**src/logic/spio_pkg.sv**
```systemverilog
package spio_pkg;

	localparam int SPIO_WIDTH = 16;
	localparam int SPIO_AW    = 4;

	// register offsets
	localparam logic [3:0] SPIO_OFF_DIR      = 4'h0;
	localparam logic [3:0] SPIO_OFF_LATCH    = 4'h1;
	localparam logic [3:0] SPIO_OFF_PIN      = 4'h2;
	localparam logic [3:0] SPIO_OFF_ODC      = 4'h3;
	localparam logic [3:0] SPIO_OFF_ANA1     = 4'h4;
	localparam logic [3:0] SPIO_OFF_ANA2     = 4'h5;
	localparam logic [3:0] SPIO_OFF_SHUTOFF  = 4'h6;
	localparam logic [3:0] SPIO_OFF_ANAMODE  = 4'h7;

	// reset values
	localparam logic [15:0] SPIO_RST_DIR     = 16'hFFFF;
	localparam logic [15:0] SPIO_RST_LATCH   = 16'h0000;
	localparam logic [15:0] SPIO_RST_ODC     = 16'h0000;
	localparam logic [15:0] SPIO_RST_ANA     = 16'h0000;
	localparam logic [1:0]  SPIO_RST_SHUTOFF = 2'h0;

	// shutoff register field positions
	localparam int SPIO_SHUT_FIRST  = 0;
	localparam int SPIO_SHUT_SECOND = 1;

endpackage : spio_pkg

```
**src/logic/spio_port.sv**
```systemverilog
// The plain strobed port and the register addresses are this design's own decisions.
`timescale 1ns/1ps
// How it works
// - muxes choose peripheral or port output
// - port output never loops into peripheral
// - active output-capable peripheral disables port driver
// - idle enabled peripheral lets port drive
// - direction one input, zero output
// - reset makes every pin input
// - latch reads latch, writes latch
// - pin reads levels, writes latch
// - unimplemented bits disabled, read zero except in analog select registers
// - input-only sharing means dedicated port
// - open-drain drives low only on port output; a peripheral-owned pin drives both levels
// - cleared analog bit selects analog mode
// - analog pins reset to analog
// - either converter clearing selects analog
// - analog pins read zero
// - digital input pins never convert
// - shutoff converter no longer selects analog
module spio_port
	import spio_pkg::*;
#(
	parameter int              WIDTH         = SPIO_WIDTH,
	parameter logic [15:0]     IMPL_MASK     = 16'hFFFF,
	parameter logic [15:0]     ANALOG_MASK   = 16'h00FF,
	parameter logic [15:0]     ODC_MASK      = 16'hFFFF,
	parameter logic [15:0]     PERIPH_OUT_MASK = 16'hFF00
)(
	input  wire logic               ref_clk,
	input  wire logic               rst,
	input  wire logic [SPIO_AW-1:0] addr,
	input  wire logic [15:0]        wdata,
	input  wire logic               wr,
	input  wire logic               rd,
	output logic      [15:0]        rdata,
	input  wire logic [WIDTH-1:0]   pin_in,
	output logic      [WIDTH-1:0]   pin_out,
	output logic      [WIDTH-1:0]   pin_oe_n,
	input  wire logic [WIDTH-1:0]   periph_en,
	input  wire logic [WIDTH-1:0]   periph_drive,
	input  wire logic [WIDTH-1:0]   periph_out,
	output logic      [WIDTH-1:0]   periph_in,
	output logic      [WIDTH-1:0]   analog_mode,
	output logic      [WIDTH-1:0]   convert_enable
);

	logic [WIDTH-1:0] pin_direction_bits_r;
	logic [WIDTH-1:0] output_latch_bits_r;
	logic [WIDTH-1:0] open_drain_select_bits_r;
	logic [WIDTH-1:0] first_converter_analog_select_r;
	logic [WIDTH-1:0] second_converter_analog_select_r;
	logic [1:0]       second_converter_shutoff_r;
	logic [15:0]      rdata_r;
	logic [WIDTH-1:0] pin_out_r;
	logic [WIDTH-1:0] pin_oe_n_r;
	logic [WIDTH-1:0] periph_in_r;
	logic [WIDTH-1:0] analog_mode_r;
	logic [WIDTH-1:0] convert_r;

	wire logic [WIDTH-1:0] impl_w;
	wire logic [WIDTH-1:0] sampled_w;
	wire logic [WIDTH-1:0] ana1_w;
	wire logic [WIDTH-1:0] ana2_w;
	wire logic [WIDTH-1:0] ana_mode_w;
	wire logic [WIDTH-1:0] pin_level_bits_w;
	wire logic [WIDTH-1:0] mux_out_w;
	wire logic [WIDTH-1:0] mux_oe_n_w;
	wire logic [WIDTH-1:0] mux_pin_w;
	wire logic [WIDTH-1:0] periph_in_w;
	wire logic             wr_dir;
	wire logic             wr_latch;
	wire logic             wr_odc;
	wire logic             wr_ana1;
	wire logic             wr_ana2;
	wire logic             wr_shut;
	wire logic [WIDTH-1:0] wd;
	logic      [15:0]      rd_sel;

	assign impl_w = IMPL_MASK[WIDTH-1:0];
	assign wd     = wdata[WIDTH-1:0];

	assign wr_dir   = wr & (addr == SPIO_OFF_DIR);
	assign wr_latch = wr & ((addr == SPIO_OFF_LATCH) | (addr == SPIO_OFF_PIN));
	assign wr_odc   = wr & (addr == SPIO_OFF_ODC);
	assign wr_ana1  = wr & (addr == SPIO_OFF_ANA1);
	assign wr_ana2  = wr & (addr == SPIO_OFF_ANA2);
	assign wr_shut  = wr & (addr == SPIO_OFF_SHUTOFF);

	// analog when a live converter holds the bit cleared
	assign ana1_w = second_converter_shutoff_r[SPIO_SHUT_FIRST]
		? '0 : ~first_converter_analog_select_r;
	assign ana2_w = second_converter_shutoff_r[SPIO_SHUT_SECOND]
		? '0 : ~second_converter_analog_select_r;
	assign ana_mode_w = (ana1_w | ana2_w) & ANALOG_MASK[WIDTH-1:0] & impl_w;

	spio_sample #(
		.WIDTH (WIDTH)
	) u_sample (
		.ref_clk (ref_clk),
		.rst     (rst),
		.d       (mux_pin_w),
		.q       (sampled_w)
	);

	assign pin_level_bits_w = sampled_w & ~ana_mode_w & impl_w;

	genvar g;
	generate
		for (g = 0; g < WIDTH; g++)
		begin : g_pin
			spio_pin_mux u_mux (
				.impl               (impl_w[g]),
				.dir_in             (pin_direction_bits_r[g]),
				.latch              (output_latch_bits_r[g]),
				.odc                (open_drain_select_bits_r[g]),
				.odc_ok             (ODC_MASK[g]),
				.periph_out_capable (PERIPH_OUT_MASK[g]),
				.periph_en          (periph_en[g]),
				.periph_drive       (periph_drive[g]),
				.periph_out         (periph_out[g]),
				.pin_level          (pin_in[g]),
				.pad_out            (mux_out_w[g]),
				.pad_oe_n           (mux_oe_n_w[g]),
				.periph_in          (periph_in_w[g])
			);
			assign mux_pin_w[g] = pin_in[g];
		end
	endgenerate

	always_comb
	begin
		rd_sel = 16'h0000;
		unique case (addr)
			SPIO_OFF_DIR:     rd_sel[WIDTH-1:0] = pin_direction_bits_r & impl_w;
			SPIO_OFF_LATCH:   rd_sel[WIDTH-1:0] = output_latch_bits_r & impl_w;
			SPIO_OFF_PIN:     rd_sel[WIDTH-1:0] = pin_level_bits_w;
			SPIO_OFF_ODC:     rd_sel[WIDTH-1:0] = open_drain_select_bits_r & ODC_MASK[WIDTH-1:0] & impl_w;
			SPIO_OFF_ANA1:    rd_sel[WIDTH-1:0] = first_converter_analog_select_r;
			SPIO_OFF_ANA2:    rd_sel[WIDTH-1:0] = second_converter_analog_select_r;
			SPIO_OFF_SHUTOFF: rd_sel[1:0]       = second_converter_shutoff_r;
			SPIO_OFF_ANAMODE: rd_sel[WIDTH-1:0] = ana_mode_w;
			default:          rd_sel            = 16'h0000;
		endcase
	end

	always_ff @(posedge ref_clk)
	begin
		if (rst)
		begin
			pin_direction_bits_r             <= SPIO_RST_DIR[WIDTH-1:0];
			output_latch_bits_r              <= SPIO_RST_LATCH[WIDTH-1:0];
			open_drain_select_bits_r         <= SPIO_RST_ODC[WIDTH-1:0];
			first_converter_analog_select_r  <= SPIO_RST_ANA[WIDTH-1:0];
			second_converter_analog_select_r <= SPIO_RST_ANA[WIDTH-1:0];
			second_converter_shutoff_r       <= SPIO_RST_SHUTOFF;
		end
		else
		begin
			if (wr_dir)
				pin_direction_bits_r <= wd & impl_w;
			if (wr_latch)
				output_latch_bits_r <= wd & impl_w;
			if (wr_odc)
				open_drain_select_bits_r <= wd & impl_w;
			if (wr_ana1)
				first_converter_analog_select_r <= wd;
			if (wr_ana2)
				second_converter_analog_select_r <= wd;
			if (wr_shut)
				second_converter_shutoff_r <= wdata[1:0];
		end
	end

	// outputs registered
	always_ff @(posedge ref_clk)
	begin
		if (rst)
		begin
			rdata_r       <= 16'h0000;
			pin_out_r     <= '0;
			pin_oe_n_r    <= '1;
			// select registers come out of reset cleared, so analog pins are analog at once
			analog_mode_r <= ANALOG_MASK[WIDTH-1:0] & IMPL_MASK[WIDTH-1:0];
			convert_r     <= ANALOG_MASK[WIDTH-1:0] & IMPL_MASK[WIDTH-1:0];
		end
		else
		begin
			rdata_r       <= rd ? rd_sel : 16'h0000;
			pin_out_r     <= mux_out_w;
			pin_oe_n_r    <= mux_oe_n_w;
			analog_mode_r <= ana_mode_w;
			convert_r     <= ana_mode_w;
		end
	end

	always_ff @(posedge ref_clk)
	begin
		if (rst)
			periph_in_r <= '0;
		else
			periph_in_r <= periph_in_w;
	end

	assign rdata          = rdata_r;
	assign pin_out        = pin_out_r;
	assign pin_oe_n       = pin_oe_n_r;
	assign periph_in      = periph_in_r;
	assign analog_mode    = analog_mode_r;
	assign convert_enable = convert_r;

endmodule : spio_port

```
**src/logic/spio_sample.sv**
```systemverilog
`timescale 1ns/1ps
module spio_sample
	import spio_pkg::*;
#(
	parameter int WIDTH = 16
)(
	input  wire logic             ref_clk,
	input  wire logic             rst,
	input  wire logic [WIDTH-1:0] d,
	output logic      [WIDTH-1:0] q
);

	always_ff @(posedge ref_clk)
	begin
		if (rst)
			q <= '0;
		else
			q <= d;
	end

endmodule : spio_sample

```
**src/logic/spio_pin_mux.sv**
```systemverilog
`timescale 1ns/1ps
module spio_pin_mux
	import spio_pkg::*;
(
	input  wire logic impl,
	input  wire logic dir_in,
	input  wire logic latch,
	input  wire logic odc,
	input  wire logic odc_ok,
	input  wire logic periph_out_capable,
	input  wire logic periph_en,
	input  wire logic periph_drive,
	input  wire logic periph_out,
	input  wire logic pin_level,
	output logic      pad_out,
	output logic      pad_oe_n,
	output logic      periph_in
);

	wire logic per_owns;
	wire logic port_drive;
	wire logic od_mode;

	assign per_owns   = impl & periph_out_capable & periph_en & periph_drive;
	assign port_drive = impl & ~per_owns & ~dir_in;
	assign od_mode    = odc & odc_ok;

	always_comb
	begin
		if (per_owns)
		begin
			pad_out  = periph_out;
			pad_oe_n = 1'b0;
		end
		else if (port_drive)
		begin
			pad_out  = od_mode ? 1'b0 : latch;
			pad_oe_n = od_mode & latch;
		end
		else
		begin
			pad_out  = 1'b0;
			pad_oe_n = 1'b1;
		end
	end

	// port's own drive never loops into the peripheral input
	assign periph_in = (port_drive | ~impl) ? 1'b0 : pin_level;

endmodule : spio_pin_mux

```
**config.mk**
```make
export PLATFORM = sky130hd
export DESIGN_NAME = spio_port
export DESIGN_NICKNAME = d
export VERILOG_FILES = /design/src/logic/spio_pkg.sv /design/src/logic/spio_port.sv /design/src/logic/spio_sample.sv /design/src/logic/spio_pin_mux.sv
export SDC_FILE = /design/constraint.sdc
export NUM_CORES = 1
export LEC_CHECK = 0
export BUFFER_PORTS_ARGS = -buffer_cell sky130_fd_sc_hd__buf_4
export CAP_MARGIN = 20
export CORE_MARGIN = 5
export CORE_UTILIZATION = 38
export CTS_CLUSTER_DIAMETER = 50
export DETAILED_ROUTE_END_ITERATION = 12
export GPL_TIMING_DRIVEN = 0
export PLACE_DENSITY = 0.65
export RECOVER_POWER = 100
export SLEW_MARGIN = 20
export SYNTH_ARGS = -nofsm -noshare
export SYNTH_HDL_FRONTEND = slang
export SYNTH_SLANG_ARGS = --single-unit
```
**constraint.sdc**
```tcl
create_clock -name ref_clk -period 3.83 [get_ports ref_clk]
set_clock_uncertainty 0.1 [all_clocks]
set_input_delay 0.383 -clock ref_clk [delete_from_list [all_inputs] [get_ports ref_clk]]
set_output_delay 0.383 -clock ref_clk [all_outputs]
set_load 0.01 [all_outputs]
```
After elaboration in Yosys (flattened, before gate mapping)
Index checks and enable logic that the tools add are counted.
{"block": "totals", "n_memories": 0, "register_bits": 178, "latch_bits": 0, "ramBits": 0, "mem_bits_ro": 0, "word_cells": 198, "in_bits": 88}
{"block": "classes", "addsub": 0, "div": 0, "bitwise": 69, "n_eq_ne": 7, "mul": 0, "n_reduce_logical": 34, "n_shift": 0, "order_cmp": 0, "muxes": 44}
{"operator": "one-hot mux 14 bit (7 select lines)", "count": 1}
{"operator": "OR reduction 2 bit", "count": 25}
{"operator": "two-way mux 1 bit", "count": 40}
{"operator": "AND 1 bit", "count": 38}
{"operator": "NOT 1 bit", "count": 25}
{"operator": "OR reduction 3 bit", "count": 8}
{"operator": "AND 16 bit", "count": 1}
{"operator": "equality test 4 x 3 -> 1 bit, second input constant", "count": 4}
{"operator": "two-way mux 8 bit", "count": 2}
{"operator": "NOT 8 -> 16 bit", "count": 1}
{"operator": "NOT 8 bit", "count": 2}
{"operator": "one-hot mux 2 bit (8 select lines)", "count": 1}
{"operator": "equality test 4 x 2 -> 1 bit, second input constant", "count": 2}
{"operator": "bitwise OR 8 bit", "count": 1}
{"operator": "equality test 4 x 1 -> 1 bit, second input constant", "count": 1}
{"operator": "logical NOT 4 bit", "count": 1}
{"operator": "bitwise OR 1 bit", "count": 1}

Depth between registers and ports, before layout
Gate-level depths: netlist (run 1).
{"block": "depth", "word_depth": 6, "ltp_mapped": 8, "mapped_depth_nobuf": 4}

Cells and area by module
A second synthesis (run 1) with hierarchy kept.
{"block": "hier_totals", "hier_cells": 809, "area_unflattened_um2": 7323.3}
{"module": "spio_port", "area_per_inst_um2": 5918.2, "seq_area_each_um2": 3083.0, "cells_each": 648, "instances": 1}
{"module": "spio_pin_mux", "area_per_inst_um2": 58.8, "seq_area_each_um2": 0.0, "cells_each": 8, "instances": 16}
{"module": "spio_sample", "area_per_inst_um2": 464.2, "seq_area_each_um2": 320.3, "cells_each": 33, "instances": 1}

Worst setup path before layout (run 1)
OpenSTA, ideal clock, no wires.
{"block": "synth_path", "kind": "input-to-reg", "startpoint": "input port addr[3]", "endpoint": "register open_drain_select_bits_r[10]", "t_arrival_ns": 1.687, "required_ns": 3.598, "path_stages": 8, "setup_slack_ns": 1.910, "setup_time_ns": 0.132, "cell_sequence": "buf_2 > or3b_1 > buf_2 > or2_1 > buf_2 > buf_2 > nand2_1 > a21oi_1"}
{"block": "synth_between", "elab_chain_len": 2}
{"item": "start: declaration", "line": "spio_port.sv:32", "rtl": "input wire logic [SPIO_AW-1:0] addr,"}
{"item": "equality test 4 x 2 -> 1 bit", "line": "spio_port.sv:85", "rtl": "assign wr_odc = wr & (addr == SPIO_OFF_ODC);"}
{"item": "AND 1 bit", "line": "spio_port.sv:85"}
{"item": "end signal: assignment", "line": "spio_port.sv:153", "rtl": "open_drain_select_bits_r <= SPIO_RST_ODC[WIDTH-1:0];"}
{"item": "end signal: assignment", "line": "spio_port.sv:165", "rtl": "open_drain_select_bits_r <= wd & impl_w;"}
{"item": "end: declaration", "line": "spio_port.sv:50", "rtl": "logic [WIDTH-1:0] open_drain_select_bits_r;"}
Every way passes these cells.
A chain may end at the register's enable or synchronous reset.

Worst setup path in the final report (run 1)
{"block": "layout_path", "startpoint": "input port addr[3]", "endpoint": "register open_drain_select_bits_r[14]"}
Same word-level chain as after synthesis.

==> results of run 1 <==
## registers in the layout, indices dropped and copies added, names as in the netlist
register                          cells
second_converter_shutoff_r            2
convert_enable                        8
output_latch_bits_r                  16
u_sample.q                           16
pin_oe_n                             16
rdata                                16
first_converter_analog_select_r      16
periph_in                            16
pin_out                              16
open_drain_select_bits_r             16
pin_direction_bits_r                 16
second_converter_analog_select_r     16
## cells in the mapped netlist (all sizes together) (3+ instances only)
cell type / instances
nand2b: 3
nor4b: 15
nor2: 40
a31oi: 3
and3: 5
mux2i: 38
nand3: 16
nand3b: 16
o22ai: 11
dfxtp: 170
or2: 7
a21o: 13
a21oi: 85
a221oi: 8
o22a: 3
a22oi: 8
nand2: 142
o21ai: 7
clkbuf: 30
buf: 39
a211o: 8
nor2b: 27
and2: 13
## path summary, 6_finish.rpt
path                                                startpoint                                                end
max reg2reg         second_converter_shutoff_r[1]$_SDFFE_PP0P_                                rdata[4]$_SDFF_PP0_
max                                                    addr[3]          open_drain_select_bits_r[14]$_SDFFE_PP0P_
min reg2reg  second_converter_analog_select_r[13]$_SDFFE_PP0P_  second_converter_analog_select_r[13]$_SDFFE_PP0P_
min                                             periph_out[15]                             pin_out[15]$_SDFF_PP0_
## layout make-up
class / instances / area share
clock buffer: 22 / 0.0563
tap: 225 / 0.0341
clock inverter: 10 / 0.0170
timing repair buffer: 140 / 0.0906
sequential: 170 / 0.413
buffer: 69 / 0.0437
multi-input combinational: 500 / 0.346
## metal layers
| layer | wire [um] | vias up | global-route usage |
|---|---|---|---|
| li1 | - | 2806 | - |
| met1 | 8480 | 2648 | 0.253 |
| met2 | 9040 | 266 | 0.310 |
| met3 | 1820 | 27 | 0.0465 |
| met4 | 368 | 0 | 0.0606 |
| met5 | 0 | - | 0 |
## cell families after synthesis
group | Yosys count | synth area share
AO/OA/AOI/OAI | 155 | 0.144
other | 1 | 0.000571
flip-flops | 170 | 0.518
buffers and inverters | 69 | 0.0560
multiplexers | 40 | 0.0647
XOR/XNOR | 1 | 0.00133
AND/OR/NAND/NOR | 288 | 0.215
## worst min-delay path, stage by stage
cell and delay (ns):
buf_4 0.08, a21oi_1 0.05, nor2_1 0.07
## layout by cell type (no fill, tap or decap), types with 7 or more instances in the layout
cell,instances
dfxtp_1,170
nand2_1,142
clkbuf_1,122
a21oi_1,85
buf_4,83
nor2_1,39
mux2i_1,38
nor2b_1,27
clkbuf_16,17
nand3_1,16
nand3b_1,16
conb_1,16
nor4b_1,14
a21o_1,13
o22ai_1,11
and2_1,10
a211o_1,8
a221oi_1,8
a22oi_1,8
o21ai_0,7
## report_power, final
group / switching (mW) / internal [mW] / total (mW)
sequential: 0.0227 / 1.81 / 1.83
clock: 0.691 / 1.06 / 1.75
combinational: 0.164 / 0.118 / 0.282
total: 0.878 / 2.99 / 3.87
## through the flow
step                      hold WS (ns)  utilization
after global routing            0.0986        0.482
after CTS                       0.0667        0.500
after global placement           0.343        0.465
final                           0.0783        0.482
after detailed placement         0.350        0.465
after floorplan                  0.336            -
==> reports/results.tsv, run 1 <==
stage	metric	value	unit
grt	antenna_found_initial	0	
grt	grt_usage	0.191	
timing	setup_slack	1.29	ns
worst_setup_path	cp_common_cell	clkbuf_1	
clock_tree	postCtsSetupBuffers	0	
worst_setup_path	rrSetupSlack	1.99	ns
floorplanning	start_util	0.384	
clock_tree	cts-root-buf	clkbuf_16	
clock_tree	cts_max_level	4	
worst_setup_path	critPathKind	input port to register	
synth	netlist.area_leader.share	0.518	
timing	max_freq	393	MHz
clock_tree	numCtsBuffers	17	
timing	slew_headroom	0.290	
timing	setup_tns	0	ns
worst_setup_path	cp.required	4.07	ns
power	total_power	3.87	mW
power	p_per_area	469	nW/um^2
placement	dp_hpwl	13700	um
route	drcViolationCount	0	
cells_and_area	layout-drive-gt1-share	0.142	
worst_setup_path	crit_path_start_kind	input port	
floorplanning	fp.dieH	142	um
placement	place_ws	1.46	ns
synth	synth.avg_cell_area	9.08	um^2
cells_and_area	fin_nets	986	
floorplanning	die-width	142	um
worst_setup_path	path_cells	clkbuf_1 -> or3b_1 -> clkbuf_1 -> or2_1 -> clkbuf_1 -> clkbuf_1 -> nand2_1 -> a21oi_1	
run_status	outcome	complete, no violations	
synth	ys_types	45	
route	ant_nets	0	
route	drt_first_pass_iters	5	
cells_and_area	multi_input_area	2850	um^2
worst_setup_path	path_depth	8	
timing	min_period	2.54	ns
clock_tree	cts_tree	yes	
timing	fin_crit_sh	0.664	
cells_and_area	n_antenna_cell	0	
placement	dpl_cell_area	7960	um^2
clock_tree	ctsHoldBuffers	0	
floorplanning	rows	48	
clock_tree	cts_sinks	170	
worst_setup_path	slowest_delay	0.60	ns
synth	synth_edf_count	0	
cells_and_area	final_cells	1136	
synth	ys_ff_latch	170	
worst_setup_path	worstPathArrival	2.78	ns
worst_setup_path	crit_fanout	10	
placement	gp_congestion	0.869	
route	drt_iter0_drc	530	
clock_tree	clockBufferDepth	2	
synth	synthCells	724	
worst_hold_path	hold_path_depth	3	
worst_setup_path	critical-path-top-delay-family	buffers and inverters	
timing	drv_slew	0	
synth	ys_seq_area_frac	0.518	
worst_setup_path	r2r_cells	5	
clock_tree	clkSlewWorstSetupHoldPaths	0.06	ns
worst_hold_path	hold_class	input port to register	
route	wl	19700	um
power	ir_drop	0.000324	V
cells_and_area	area_growth	25.5	%
cells_and_area	nFillCells	1740	
floorplanning	coreArea	17100	um^2
route	detail_route.wl_per_cell	17.4	um
floorplanning	io_pins	184	
grt	gr-total-overflow	0	
synth	synthTopCellsByArea	dfxtp_1 52%, nand2_1 8.1%, a21oi_1 6.5%	
worst_setup_path	endpoint_kind	register	
timing	finalSetupViolations	0	
floorplanning	die_area	20000	um^2
worst_setup_path	cp_slowest_cell	clkbuf_1	
synth	synthArstFlopShare	0	
timing	hold_viol_final	0	
synth	ys.flop_type	dfxtp_1	
job	drv_cap	0	
route	vias	5747	
power	power.leakage	3.29	nW
synth	synth_top_area_cell	dfxtp_1	
clock_tree	clk_latency	0.43	ns
cells_and_area	stdcell_area	8250	um^2
synth	syn_area	6570	um^2
synth	yosys_warnings	0	
cells_and_area	regArea	3400	um^2
grt	grt_pass1_wl	29800	um
timing	worst_slew_pin_slew	1.07	ns
timing	rsz0062_at_grt	no	
route	routed_via_density	5.06	
grt	grt_max_degree	17	
worst_setup_path	crit_buf_inv	4	
placement	dp_cells	1104	
placement	port_buffers	140	
grt	grt_pass1_vias	5489	
clock_tree	cts_resized	0	
Note: power is estimated with default switching activity, not from simulation.
==> run 2: changes to the inputs <==
clock period = 2.55 ns   (was 3.83 ns; I/O delays follow)
==> reports/results.tsv, run 2 (synthesis gave the netlist of run 1 again) <==
stage	metric	value	unit
worst_setup_path	crit_path_start_kind	input port	
clock_tree	cts_tree	yes	
floorplanning	rows	48	
run_status	outcome	complete, no violations	
cells_and_area	area_growth	32.0	%
job	drv_cap	0	
grt	grt_usage	0.196	
cells_and_area	multi_input_area	2860	um^2
route	wl	20200	um
worst_setup_path	rrSetupSlack	0.75	ns
power	power.leakage	3.46	nW
clock_tree	clk_latency	0.43	ns
worst_setup_path	critical-path-top-delay-family	buffers and inverters	
grt	grt_pass1_wl	30700	um
cells_and_area	nFillCells	1698	
clock_tree	ctsHoldBuffers	43	
cells_and_area	final_common_cell	dfxtp_1	
clock_tree	clkSlewWorstSetupHoldPaths	0.07	ns
worst_setup_path	r2r_start	second_converter_shutoff_r[1]$_SDFFE_PP0P_	
clock_tree	cts_resized	0	
clock_tree	cts_max_level	4	
grt	grt_max_degree	17	
route	vias	5907	
route	drt_first_pass_iters	6	
route	ant_nets	0	
floorplanning	start_util	0.384	
worst_setup_path	path_cells	clkbuf_1 -> or3b_1 -> clkbuf_1 -> clkbuf_1 -> nor2_1 -> a221oi_1 -> a21oi_1	
timing	min_period	2.12	ns
floorplanning	fp.dieH	142	um
grt	antenna_found_initial	0	
worst_setup_path	timing.rr.end	rdata[4]$_SDFF_PP0_	
worst_setup_path	endpoint_kind	register	
clock_tree	numCtsBuffers	17	
cells_and_area	regArea	3400	um^2
timing	hold_viol_final	0	
worst_setup_path	r2r_cells	5	
clock_tree	cts-root-buf	clkbuf_16	
worst_setup_path	crit_fanout	10	
worst_setup_path	cp.required	2.72	ns
worst_hold_path	hold_end	pin_out[9]$_SDFF_PP0_	
timing	slew_headroom	0.270	
worst_setup_path	critPathKind	input port to register	
worst_setup_path	worstPathArrival	2.29	ns
clock_tree	cts_sinks	170	
placement	port_buffers	140	
worst_setup_path	cp_slowest_cell	clkbuf_1	
power	total_power	5.87	mW
route	drt_iter0_drc	472	
worst_setup_path	cp_common_cell	clkbuf_1	
power	ir_drop	0.000486	V
floorplanning	die-width	142	um
clock_tree	clockBufferDepth	2	
timing	worst_slew_pin_slew	1.09	ns
worst_hold_path	hold_class	input port to register	
route	routed_via_density	5.01	
grt	grt_pass1_vias	5733	
cells_and_area	fin_nets	1029	
worst_hold_path	holdCritStartpoint	periph_out[9]	
worst_setup_path	slowest_delay	0.63	ns
placement	dp_hpwl	13700	um
timing	fin_crit_sh	0.830	
floorplanning	coreArea	17100	um^2
placement	gp_congestion	0.869	
timing	drv_slew	0	
timing	setup_tns	0	ns
cells_and_area	layout-drive-gt1-share	0.135	
cells_and_area	n_antenna_cell	0	
timing	max_freq	472	MHz
worst_setup_path	crit_buf_inv	3	
power	p_per_area	676	nW/um^2
grt	gr-total-overflow	0	
floorplanning	io_pins	184	
cells_and_area	final_cell_mix	170 x dfxtp_1, 142 x nand2_1, 123 x clkbuf_1	
timing	rsz0062_at_grt	no	
worst_hold_path	hold_path_depth	3	
clock_tree	postCtsSetupBuffers	0	
route	drcViolationCount	0	
timing	finalSetupViolations	0	
route	detail_route.wl_per_cell	17.1	um
floorplanning	die_area	20000	um^2
-- run 2: report_power, final --
part	internal, mW	switching, mW
combinational	0.216	0.258
clock	1.60	1.04
sequential	2.72	0.0342
total	4.53	1.34
-- run 2: stage by stage --
step | setup slack, ns | area [um^2] | instances | hold WS [ns] | utilization
floorplan | 0.758 | 6630 | 739 | 0.276 | -
global placement | 0.328 | 7960 | 1104 | 0.343 | 0.465
detailed placement | 0.308 | 7960 | 1104 | 0.350 | 0.465
CTS | 0.761 | 9000 | 1179 | 0.000828 | 0.526
global route | 0.338 | 8680 | 1179 | 0.0181 | 0.507
finish | 0.433 | 8680 | 1179 | 0.00997 | 0.507
-- run 2: how the worst max path moves through the flow --
stage               cells past startpoint                                   endpoint  slack (ns)                                  startpoint
floorplan                               8  open_drain_select_bits_r[10]$_SDFFE_PP0P_        0.76                                     addr[3]
global placement                        7                        rdata[8]$_SDFF_PP0_        0.33                                     addr[3]
detailed placement                      7                        rdata[8]$_SDFF_PP0_        0.31                                     addr[3]
CTS                                     5                        rdata[4]$_SDFF_PP0_        0.76  second_converter_shutoff_r[1]$_SDFFE_PP0P_
global route                            7                        rdata[8]$_SDFF_PP0_        0.34                                     addr[2]
finish                                  7                        rdata[8]$_SDFF_PP0_        0.43                                     addr[2]
-- run 2: layout make-up --
class | count | area share
buffer | 69 | 0.0417
clock buffer | 22 | 0.0535
tap | 225 | 0.0324
timing repair buffer | 183 | 0.135
sequential | 170 | 0.392
clock inverter | 10 | 0.0161
multi-input combinational | 500 | 0.329
-- run 2: worst min-delay path: stages --
cell and delay (ns):
buf_4 0.11, nand3_1 0.07, a21oi_1 0.06
-- run 2: routing by layer --
layer	track usage	part of all wire	wire, um
met5	0	0	0
met2	0.323	0.46	9310
met3	0.0425	0.082	1650
met1	0.259	0.44	8810
met4	0.0606	0.019	387
==> run 3: changes to the inputs <==
PLACE_DENSITY = 0.68   (was 0.65)
clock period = 1.84 ns   (was 2.55 ns; I/O delays follow)
==> reports/results.tsv, run 3 (synthesis gave the netlist of run 1 again) <==
stage	metric	value	unit
route	met2_length	9560	um
floorplanning	io_pins	184	
worst_setup_path	slowest_delay	0.59	ns
route	routed_via_density	5.06	
timing	setup_tns	0	ns
worst_setup_path	cp.required	2.01	ns
timing	finalSetupViolations	0	
grt	grt_pass1_vias	5871	
route	drt_iter0_drc	505	
cells_and_area	area_growth	35.7	%
floorplanning	rows	48	
floorplanning	die_area	20000	um^2
placement	dp_cells	1104	
timing	min_period	1.81	ns
placement	gp_congestion	0.877	
grt	gr-total-overflow	0	
job	drv_cap	0	
floorplanning	die-width	142	um
cells_and_area	layout-drive-gt1-share	0.137	
timing	rsz0062_at_grt	no	
route	vias	6098	
clock_tree	cts_sinks	170	
worst_setup_path	crit_buf_inv	3	
clock_tree	numCtsBuffers	17	
clock_tree	cts-root-buf	clkbuf_16	
timing	slew_headroom	0.425	
clock_tree	clkSlewWorstSetupHoldPaths	0.07	ns
placement	dp_hpwl	13600	um
route	ant_nets	0	
route	wl	20300	um
cells_and_area	multi_input_area	2860	um^2
worst_setup_path	crit_path_start_kind	input port	
timing	drv_slew	0	
cells_and_area	final_cells	1204	
route	wl_met1	8750	um
worst_setup_path	rrSetupSlack	0.25	ns
route	wl_met3	1480	um
worst_setup_path	crit_fanout	10	
clock_tree	clockBufferDepth	2	
run_status	outcome	complete, no violations	
timing	setup_slack	0.0333	ns
worst_hold_path	hold_class	input port to register	
floorplanning	start_util	0.384	
cells_and_area	nFillCells	1668	
clock_tree	clk_latency	0.43	ns
floorplanning	fp.dieH	142	um
timing	fin_crit_sh	0.982	
worst_setup_path	endpoint_kind	register	
cells_and_area	final_common_cell	dfxtp_1	
grt	grt_usage	0.203	
cells_and_area	fin_nets	1054	
power	power.leakage	3.58	nW
route	drt_first_pass_iters	5	
cells_and_area	final_cell_mix	170 x dfxtp_1, 142 x nand2_1, 118 x clkbuf_1	
clock_tree	cts_tree	yes	
cells_and_area	regArea	3400	um^2
clock_tree	cts_max_level	4	
timing	worst_slew_pin_slew	0.863	ns
worst_setup_path	path_cells	dlygate4sd3_1 -> clkbuf_4 -> nand2_1 -> a21o_1 -> clkbuf_1 -> a21oi_1	
placement	place_ws	-0.293	ns
cells_and_area	n_antenna_cell	0	
power	ir_drop	0.000705	V
placement	port_buffers	140	
power	p_per_area	912	nW/um^2
route	top_layer	met4	
worst_setup_path	cp_slowest_cell	clkbuf_1	
grt	grt_pass1_wl	31500	um
floorplanning	coreArea	17100	um^2
route	drcViolationCount	0	
worst_setup_path	worstPathArrival	1.98	ns
worst_setup_path	critPathKind	input port to register	
worst_setup_path	critical-path-top-delay-family	buffers and inverters	
grt	antenna_found_initial	0	
route	detail_route.wl_per_cell	16.9	um
timing	max_freq	553	MHz
grt	grt_max_degree	17	
timing	hold_viol_final	0	
## run 3: power by group
part	internal, mW	switching [mW]	leakage [nW]
registers	3.77	0.0491	1.38
logic	0.324	0.364	1.90
clock network	2.12	1.51	0.302
## run 3: worst paths after layout
check,start,endpoint,cells past startpoint
hold / removal,periph_drive[15],pin_oe_n[15]$_SDFF_PP1_,3
hold reg to reg,first_converter_analog_select_r[9]$_SDFFE_PP0P_,first_converter_analog_select_r[9]$_SDFFE_PP0P_,2
setup reg to reg,second_converter_shutoff_r[1]$_SDFFE_PP0P_,rdata[6]$_SDFF_PP0_,5
setup / recovery,rd,rdata[8]$_SDFF_PP0_,6
## run 3: area by class of cell
| class | instances | share of cell area |
|---|---|---|
| Clock buffer | 20 | 0.0523 |
| Buffer | 69 | 0.0414 |
| Timing Repair Buffer | 208 | 0.157 |
| Multi-Input combinational cell | 500 | 0.320 |
| Sequential cell | 170 | 0.382 |
| Clock inverter | 12 | 0.0153 |
| Tap cell | 225 | 0.0316 |
## run 3: repair_timing
action | in CTS | in global routing
hold buffers | 68 | 0
gates resized for setup | 0 | 4
setup buffers | 0 | 0
setup endpoints to repair | 0 | 5
hold endpoints to repair | 121 | 0
## run 3: tightest hold or removal path, stage by stage
cell and delay [ns]:
buf_4 0.07, and2_1 0.18, o21bai_1 0.09
## run 3: metrics by stage
step	hold slack [ns]	power [mW]	utilization	cell area, um^2
finish	0.0310	8.13	0.521	8920
CTS	0.0199	8.23	0.540	9250
floorplan	0.205	4.20	-	6630
global route	0.0621	8.40	0.521	8920
global placement	0.312	4.51	0.465	7960
detailed placement	0.319	4.51	0.465	7960
## run 3: per-layer routing
metal  vias to the layer above  GRT usage
li1                       2946          -
met1                      2852      0.263
met2                       263      0.329
met3                        37     0.0448
met4                         0     0.0823
met5                         -          0
